### src/design/pcg_pkg.sv
package pcg_pkg;
  // Shift register geometry and code period.
  localparam int unsigned LFSR_W          = 10;
  localparam logic [9:0]  LFSR_INIT       = 10'h3ff;
  localparam int unsigned CODE_LEN        = 1023;
  localparam logic [9:0]  CODE_LAST       = 10'h3fe;
  // Reference register feedback taps (x^10 + x^3 + 1), stage numbers 1..10.
  localparam int unsigned REF_TAP_A       = 3;
  localparam int unsigned REF_TAP_B       = 10;
  // Code numbers.
  localparam int unsigned CODE_NUM_W      = 6;
  localparam logic [5:0]  CODE_NUM_MIN    = 6'h01;
  localparam logic [5:0]  CODE_NUM_SAT_MAX = 6'h20;
  localparam logic [5:0]  CODE_NUM_MAX    = 6'h25;
  // Data bit spans this many code periods.
  localparam logic [4:0]  EPOCHS_PER_BIT  = 5'h14;
  localparam logic [4:0]  EPOCH_LAST     = 5'h13;
  // Clocking: system clock, frequency standard, chip rate.
  localparam real         MCLK_MHZ        = 125.0;
  localparam real         STD_MHZ         = 10.23;
  localparam real         CHIP_MHZ        = 1.023;
  localparam int unsigned STD_PER_CHIP    = int'(STD_MHZ / CHIP_MHZ);
  localparam logic [3:0]  STD_DIV_LAST    = 4'(STD_PER_CHIP - 1);

  typedef enum logic [2:0] {
    PCG_IDLE     = 3'b001,
    PCG_RUN      = 3'b010,
    PCG_FALLBACK = 3'b100
  } pcg_state_t;
endpackage

### src/design/pcg_sync2.sv
`timescale 1ns/1ps
// Two-flop synchroniser for a level coming from outside the clock domain.
module pcg_sync2 (
  input  wire logic mclk,
  input  wire logic reset,
  input  wire logic din,
  output logic      dout
);
  logic meta_r;

  // The first flop is read only by the second one.
  always_ff @(posedge mclk) begin
    if (reset) begin
      meta_r <= 1'b0;
      dout   <= 1'b0;
    end else begin
      meta_r <= din;
      dout   <= meta_r;
    end
  end
endmodule

### src/design/pcg_gen.sv
`timescale 1ns/1ps
// Behaviour
// RULE_01 - Two ten-stage LFSRs with given polynomials.
// RULE_02 - Both registers start at all ones.
// RULE_03 - Advance once per chip, 1.023 MHz.
// RULE_04 - Delay made by XOR of two stages.
// RULE_05 - Chip is reference XOR delayed sequence.
// RULE_06 - Stage pair chosen from code table.
// RULE_07 - Tap pairs give 5 to 950 delays.
// RULE_08 - Thirty-six phases from one generator.
// RULE_09 - Data bit XORed onto chip stream.
// RULE_10 - Receiver regenerates code to strip data.
// RULE_11 - First ten chips match reference values.
// RULE_12 - Codes 34 and 37 share taps.
// RULE_13 - Codes 33 to 37 reserved, non-satellite.
// RULE_14 - Chip clock divided from 10.23 MHz standard.
// RULE_15 - Chip and data timing share one source.
// RULE_16 - Malfunction switches to fallback code.
// RULE_17 - Tenth stage output; restart each epoch.
// RULE_18 - Data bit spans twenty code periods.
module pcg_gen (
  input  wire logic                        mclk,
  input  wire logic                        reset,
  input  wire logic                        std_tick,
  input  wire logic                        enable,
  input  wire logic [pcg_pkg::CODE_NUM_W-1:0] code_num,
  input  wire logic                        nav_data,
  input  wire logic                        malfunction,
  output logic                             chip_out,
  output logic                             gold_chip_seq,
  output logic                             chip_strobe,
  output logic                             epoch_strobe,
  output logic                             data_req,
  output logic                             code_valid,
  output logic                             fallback_active
);
  import pcg_pkg::*;

  pcg_state_t       state_r;
  pcg_state_t       state_nxt;
  logic             tick_s;
  logic             tick_d_r;
  logic             tick_rise;
  logic [3:0]       div_r;
  logic             chip_en;
  logic [9:0]       reference_lfsr;
  logic [9:0]       selectable_lfsr;
  logic [9:0]       fallback_lfsr;
  logic [9:0]       chip_cnt_r;
  logic [4:0]       epoch_cnt_r;
  logic             data_bit_r;
  logic             fault_s;
  logic             fault_r;
  logic [3:0]       tap_a;
  logic [3:0]       tap_b;
  logic             delayed_selectable_seq;
  logic             gold_now;
  logic             code_ok;
  logic             epoch_end;
  logic             bit_end;

  // The frequency standard tick and malfunction flag come from outside.
  pcg_sync2 u_tick_sync (
    .mclk  (mclk),
    .reset (reset),
    .din   (std_tick),
    .dout  (tick_s)
  );
  pcg_sync2 u_fault_sync (
    .mclk  (mclk),
    .reset (reset),
    .din   (malfunction),
    .dout  (fault_s)
  );

  assign tick_rise = tick_s & ~tick_d_r;

  // Tap table by code number; stage numbers are 1..10.
  always_comb begin
    tap_a = 4'h0;
    tap_b = 4'h0;
    unique case (code_num) // RULE_06 RULE_07 RULE_08
      6'h01: begin tap_a = 4'h2; tap_b = 4'h6; end
      6'h02: begin tap_a = 4'h3; tap_b = 4'h7; end
      6'h03: begin tap_a = 4'h4; tap_b = 4'h8; end
      6'h04: begin tap_a = 4'h5; tap_b = 4'h9; end
      6'h05: begin tap_a = 4'h1; tap_b = 4'h9; end
      6'h06: begin tap_a = 4'h2; tap_b = 4'ha; end
      6'h07: begin tap_a = 4'h1; tap_b = 4'h8; end
      6'h08: begin tap_a = 4'h2; tap_b = 4'h9; end
      6'h09: begin tap_a = 4'h3; tap_b = 4'ha; end
      6'h0a: begin tap_a = 4'h2; tap_b = 4'h3; end
      6'h0b: begin tap_a = 4'h3; tap_b = 4'h4; end
      6'h0c: begin tap_a = 4'h5; tap_b = 4'h6; end
      6'h0d: begin tap_a = 4'h6; tap_b = 4'h7; end
      6'h0e: begin tap_a = 4'h7; tap_b = 4'h8; end
      6'h0f: begin tap_a = 4'h8; tap_b = 4'h9; end
      6'h10: begin tap_a = 4'h9; tap_b = 4'ha; end
      6'h11: begin tap_a = 4'h1; tap_b = 4'h4; end
      6'h12: begin tap_a = 4'h2; tap_b = 4'h5; end
      6'h13: begin tap_a = 4'h3; tap_b = 4'h6; end
      6'h14: begin tap_a = 4'h4; tap_b = 4'h7; end
      6'h15: begin tap_a = 4'h5; tap_b = 4'h8; end
      6'h16: begin tap_a = 4'h6; tap_b = 4'h9; end
      6'h17: begin tap_a = 4'h1; tap_b = 4'h3; end
      6'h18: begin tap_a = 4'h4; tap_b = 4'h6; end
      6'h19: begin tap_a = 4'h5; tap_b = 4'h7; end
      6'h1a: begin tap_a = 4'h6; tap_b = 4'h8; end
      6'h1b: begin tap_a = 4'h7; tap_b = 4'h9; end
      6'h1c: begin tap_a = 4'h8; tap_b = 4'ha; end
      6'h1d: begin tap_a = 4'h1; tap_b = 4'h6; end
      6'h1e: begin tap_a = 4'h2; tap_b = 4'h7; end
      6'h1f: begin tap_a = 4'h3; tap_b = 4'h8; end
      6'h20: begin tap_a = 4'h4; tap_b = 4'h9; end
      // Reserved non-satellite codes; 34 and 37 share one pair.
      6'h21: begin tap_a = 4'h5; tap_b = 4'ha; end // RULE_13
      6'h22: begin tap_a = 4'h4; tap_b = 4'ha; end // RULE_12
      6'h23: begin tap_a = 4'h1; tap_b = 4'h7; end
      6'h24: begin tap_a = 4'h2; tap_b = 4'h8; end
      6'h25: begin tap_a = 4'h4; tap_b = 4'ha; end // RULE_12
      default: begin tap_a = 4'h0; tap_b = 4'h0; end
    endcase
  end

  // Codes outside 1..37 have no tap pair, so the generator will not start.
  assign code_ok = (code_num >= CODE_NUM_MIN) && (code_num <= CODE_NUM_MAX);

  // Stage k lives at bit k-1; the out-of-range guard keeps the index legal.
  assign delayed_selectable_seq = (tap_a == 4'h0) ? 1'b0 :
    selectable_lfsr[tap_a - 4'h1] ^ selectable_lfsr[tap_b - 4'h1]; // RULE_04
  assign gold_now  = reference_lfsr[REF_TAP_B-1] ^ delayed_selectable_seq; // RULE_05 RULE_17
  assign epoch_end = chip_en && (chip_cnt_r == CODE_LAST);
  assign bit_end   = epoch_end && (epoch_cnt_r == EPOCH_LAST);

  // Run control; a malfunction latches the fallback until reset.
  always_comb begin
    state_nxt = state_r;
    unique case (state_r)
      PCG_IDLE:     if (enable && code_ok) state_nxt = PCG_RUN;
      PCG_RUN: begin
        if (fault_r) state_nxt = PCG_FALLBACK; // RULE_16
        else if (!enable) state_nxt = PCG_IDLE;
      end
      PCG_FALLBACK: state_nxt = PCG_FALLBACK;
      default:      state_nxt = PCG_IDLE;
    endcase
  end

  always_ff @(posedge mclk) begin
    if (reset) state_r <= PCG_IDLE;
    else       state_r <= state_nxt;
  end

  // Fault flag is sticky; only reset clears it.
  always_ff @(posedge mclk) begin
    if (reset)        fault_r <= 1'b0;
    else if (fault_s) fault_r <= 1'b1;
  end

  // Chip clock is one in ten standard ticks, all from the same source.
  always_ff @(posedge mclk) begin
    if (reset) begin
      tick_d_r <= 1'b0;
      div_r    <= 4'h0;
      chip_en  <= 1'b0;
    end else begin
      tick_d_r <= tick_s;
      chip_en  <= 1'b0;
      if (tick_rise && state_r != PCG_IDLE) begin // RULE_14 RULE_15
        if (div_r == STD_DIV_LAST) begin
          div_r   <= 4'h0;
          chip_en <= 1'b1; // RULE_03
        end else begin
          div_r <= div_r + 4'h1;
        end
      end else if (state_r == PCG_IDLE) begin
        div_r <= 4'h0;
      end
    end
  end

  // Both registers shift toward stage 10; input is the feedback sum.
  always_ff @(posedge mclk) begin
    if (reset || state_r == PCG_IDLE || epoch_end) begin
      reference_lfsr  <= LFSR_INIT; // RULE_02 RULE_17
      selectable_lfsr <= LFSR_INIT;
    end else if (chip_en) begin
      reference_lfsr  <= {reference_lfsr[8:0],
                          reference_lfsr[REF_TAP_A-1] ^ reference_lfsr[REF_TAP_B-1]}; // RULE_01
      selectable_lfsr <= {selectable_lfsr[8:0],
                          selectable_lfsr[1] ^ selectable_lfsr[2] ^ selectable_lfsr[5] ^
                          selectable_lfsr[7] ^ selectable_lfsr[8] ^ selectable_lfsr[9]}; // RULE_01
    end
  end

  // Fallback sequence: a plain maximal-length register, never a valid code.
  always_ff @(posedge mclk) begin
    if (reset) fallback_lfsr <= LFSR_INIT;
    else if (chip_en) fallback_lfsr <= {fallback_lfsr[8:0], fallback_lfsr[6] ^ fallback_lfsr[9]}; // RULE_16
  end

  // Chip and epoch counters; data bits change only at bit boundaries.
  always_ff @(posedge mclk) begin
    if (reset || state_r == PCG_IDLE) begin
      chip_cnt_r  <= 10'h000;
      epoch_cnt_r <= 5'h00;
      data_bit_r  <= 1'b0;
    end else if (chip_en) begin
      chip_cnt_r <= epoch_end ? 10'h000 : chip_cnt_r + 10'h001;
      if (epoch_end) epoch_cnt_r <= bit_end ? 5'h00 : epoch_cnt_r + 5'h01; // RULE_18
      if (bit_end) data_bit_r <= nav_data; // RULE_18
    end
  end

  // Registered outputs, sampled at each chip boundary.
  always_ff @(posedge mclk) begin
    if (reset) begin
      gold_chip_seq <= 1'b0;
      chip_out      <= 1'b0;
    end else if (chip_en) begin
      gold_chip_seq <= gold_now; // RULE_11
      chip_out      <= (state_r == PCG_FALLBACK) ? fallback_lfsr[9] : (gold_now ^ data_bit_r); // RULE_09 RULE_10
    end
  end

  always_ff @(posedge mclk) begin
    if (reset) begin
      chip_strobe  <= 1'b0;
      epoch_strobe <= 1'b0;
      data_req     <= 1'b0;
    end else begin
      chip_strobe  <= chip_en;
      epoch_strobe <= epoch_end;
      data_req     <= bit_end;
    end
  end

  assign code_valid      = (state_r == PCG_RUN) && (code_num <= CODE_NUM_SAT_MAX); // RULE_13
  assign fallback_active = (state_r == PCG_FALLBACK);
endmodule

### config.mk
export PLATFORM = sky130hd
export DESIGN_NAME = pcg_gen
export DESIGN_NICKNAME = d
export VERILOG_FILES = /design/src/design/pcg_pkg.sv /design/src/design/pcg_sync2.sv /design/src/design/pcg_gen.sv
export SDC_FILE = /design/constraint.sdc
export NUM_CORES = 1
export LEC_CHECK = 0
export ABC_AREA = 1
export ABC_CLOCK_PERIOD_IN_PS = 5000
export BUFFER_PORTS_ARGS = -buffer_cell sky130_fd_sc_hd__buf_2
export CAP_MARGIN = 10
export CORE_MARGIN = 5
export CORE_UTILIZATION = 66
export CTS_CLUSTER_DIAMETER = 200
export CTS_CLUSTER_SIZE = 16
export DETAILED_ROUTE_END_ITERATION = 6
export PLACE_DENSITY = 0.87
export RECOVER_POWER = 25
export SYNTH_ARGS = -nofsm -noshare
export SYNTH_HDL_FRONTEND = slang
export SYNTH_HIERARCHICAL = 1
export SYNTH_SLANG_ARGS = --single-unit
### constraint.sdc
create_clock -name mclk -period 5 [get_ports mclk]
set_input_delay 0.75 -clock mclk [delete_from_list [all_inputs] [get_ports mclk]]
set_output_delay 0.75 -clock mclk [all_outputs]
set_load 0.03 [all_outputs]
==> summary.md <==
| Metric | Value |
|---|---|
| Starting DRT DRC Count | `247` |
| Initial Utilization | `68.48%` |
| Wirelength per Cell | `13.29 um` |
| H-tree levels | `3` |
| Fmax | `322.5 MHz` |
| Least-Margin Pin Slew | `1.127 ns` |
| Synth async-reset ratio | `0%` |
| Mapped Cells | `556` |
| CP Cell Sequence | `buf_2, inv_8, ha_1, inv_1, a21oi_1, nand2_1, nand2_1, nand2_2, nand2_4, ha_1, inv_1, nor2_1, nor2_1, nand3_1, nand3_1, nand2_1, inv_1, nand3_1, nand3_1, nand2_1, nand3_1, nand3_1, nand2_1, a21oi_2` |
| Crit path capture type | `flop` |
| CTS buffer count | `9` |
| Rel. slew slack | `24.76%` |
| Critical path data required time | `5.19 ns` |
| PwrDens | `282.4 nW/um^2` |
| Number of setup violations in the final report | `0` |
| Signal arrival time at the worst endpoint | `3.29 ns` |
| Largest delay share family, worst path | `simple AND/OR/NAND/NOR gates` |
| RSZ-0062 raised after global routing | `no` |
| Avg Cell Area, Syn | `6.866 um^2` |
| Number of I/O port buffers | `18` |
| Area leader, netlist | `dfxtp_1` |
| Post-synthesis sequential area ratio | `34.09%` |
| Height of the die | `86.05 um` |
| GRT overflow | `0` |
| Worst hold margin | `0.4077 ns` |
| Worst-Skew Late Latency | `0.34 ns` |
| Final hold vios | `0` |
| Area Overhead vs Synth | `5.703%` |
| Vias | `3,618` |
| Number of flops mapped to enable cells by yosys | `0` |
| CTS tree | `built` |
| Synth Warn # | `6` |
| Root Driver | `clkbuf_8` |
| CP bufs+invs | `5` |
| Layout cells sized above 1 | `10.88%` |
| DRC errors left | `0` |
| Die area | `7405 um^2` |
| Rows | `27` |
| Mapped Area | `3817 um^2` |
| Clock Tree Buf Depth | `2` |
| Status | `finished clean` |
| Final WL | `8.531 mm` |
| Layout Utilization | `72.39%` |
| Critical-path top delay cell | `buf_2` |
| Commonest non-fill, non-tap cell in the layout | `nand2_1` |
| RD Place Congestion | `0.9142` |
| Critical path peak fanout | `18` |
| CTS Sinks | `65` |
| Post-synth cell types | `41` |
| Cell mode on critical path | `nand3_1` |
| Hold Crit Class | `flop to flop` |
| Nets | `594` |
| MaxCap Viol Count | `0` |
| Largest net degree at the start of global routing | `42` |
| Final Cycle Share | `62.02%` |
| Psw | `346.2 uW` |
| Worst path max stage delay | `0.31 ns` |
| Post-CTS setup buffers | `0` |
| Core area | `5574 um^2` |
| Gates resized, CTS repair | `0` |
| Worst Setup Start Kind | `input pin` |
| Minimum clock period | `3.101 ns` |
| Max Slew Vio Count | `0` |
| Largest cells by area after synthesis | `dfxtp_1, nand2_1, nand3_1, inv_1, nor2_1` |
| Combinational cell fraction of total power | `19.3%` |
| Vias in the first global route | `3,505` |
| Most frequent cells in the layout | `nand2_1, nand3_1, dfxtp_1, inv_1, nor2_1` |
| Sw Ratio | `30.38%` |
| Post-DP HPWL | `6.078 mm` |
| Pre-antenna DRT Iters | `5` |
| VDD IR max | `0.2519 mV` |
| Internal Power | `793.4 uW` |
| Static Leakage | `0.001961 uW` |
| Setup CP Type | `input pin to flop` |
| Register share of total power | `46.4%` |
| Hold-fix buffers at CTS | `0` |
| DIE WIDTH | `86.05 um` |
| Clk pwr share | `34.3%` |
| Antenna violations before repair | `0` |
| Total track usage | `24.35%` |
| Via density | `5.636` |
| Worst clock skew | `0.009701 ns` |
| Reg clk slew, reported paths | `0.07 ns` |
| Setup TNS | `0 ns` |
| Mapped Nets | `583` |
| Synth top area share | `34.09%` |
| # IOs | `19` |
| First-pass GRT wire length | `14.65 mm` |
| Antenna Cells | `0` |
| Antenna Nets Post-Route | `0` |
| Synth Register Bits | `65` |
| Main flop type after synthesis | `dfxtp_1` |
[logic make-up (layout without fill, tap and decap cells)]
logic type,Yosys count,after routing,synth area share (%)
AND/OR/NAND/NOR,312,312,36.87
buffers and inverters,83,97,10.13
AO/OA/AOI/OAI,71,71,11.70
flip-flops,65,65,34.09
adder cells (fa/ha/maj),15,15,4.916
XOR/XNOR,10,10,2.294
[cell type report]
class | count | area, um^2
multi-input cells | 408 | 2130
fillers | 450 | 1539
flip-flops and latches | 65 | 1301
inverters | 63 | 246.5
clock buffers | 11 | 151.4
repair buffers | 20 | 98.84
well taps | 72 | 90.09
clock inverters | 3 | 17.52
[metrics by stage]
| stage | cells | total power [uW] | area, um^2 | setup slack (ns) |
|---|---|---|---|---|
| floorplan | 556 | 717.0 | 3817 | 2.072 |
| global placement | 628 | 749.7 | 3872 | 1.730 |
| detailed placement | 628 | 757.2 | 3872 | 1.608 |
| CTS | 642 | 1141 | 4041 | 1.954 |
| global route | 642 | 1196 | 4035 | 1.581 |
| finish | 642 | 1140 | 4035 | 1.899 |
[worst min-delay path, delay by kind of cell (launching register included)]
kind,cells,cell delay [ns]
buffers and inverters,1,0.04
and+or+nand+nor,1,0.03
DFF,1,0.30
[power groups by stage]
stage	clock network [uW]	registers, uW	logic [uW]
after floorplan	0	539	178
after global placement	0	540	210
after detailed placement	0	540	217
after CTS	394	529	219
after global routing	419	529	249
final	391	529	220
[state kept, by name, indices dropped and copies added, names as in the netlist]
register             count
chip_cnt_r              10
fallback_lfsr           10
reference_lfsr          10
selectable_lfsr         10
epoch_cnt_r              5
div_r                    4
state_r                  3
chip_en                  1
chip_out                 1
chip_strobe              1
data_bit_r               1
data_req                 1
epoch_strobe             1
fault_r                  1
gold_chip_seq            1
tick_d_r                 1
u_fault_sync/dout        1
u_fault_sync/meta_r      1
u_tick_sync/dout         1
u_tick_sync/meta_r       1
[routing by layer]
metal	vias to the layer above	part of all wire (%)	GRT usage [%]	routed length, um
met5	-	0	0	0
met1	1670	44	27.86	3777
met4	0	2.4	10.50	208
met3	23	4.5	7.397	382
li1	1835	-	-	-
met2	90	49	41.77	4161
[synth_stat cells (4+ instances only)]
library cell,n
inv_1,58
xor2_1,6
nand3_1,72
a21oi_1,19
nand2_1,144
clkbuf_1,10
nand2_2,10
o21ai_1,4
buf_6,5
nor2_1,51
dfxtp_1,65
nand3_2,5
xnor2_1,4
nor3_1,10
o211ai_1,14
o21ai_0,17
nand2_4,4
nand4_1,5
ha_1,15
[final timing paths]
path | cells past startpoint | slack, ns | from | to
min | 2 | 0.41 | u_fault_sync/meta_r | u_fault_sync/dout
max | 24 | 1.90 | code_num[2] | chip_out
min reg2reg | 2 | 0.41 | u_fault_sync/meta_r | u_fault_sync/dout
max reg2reg | 8 | 3.09 | chip_cnt_r[5] | chip_cnt_r[1]
No activity file was read; power rests on OpenSTA's default activity.
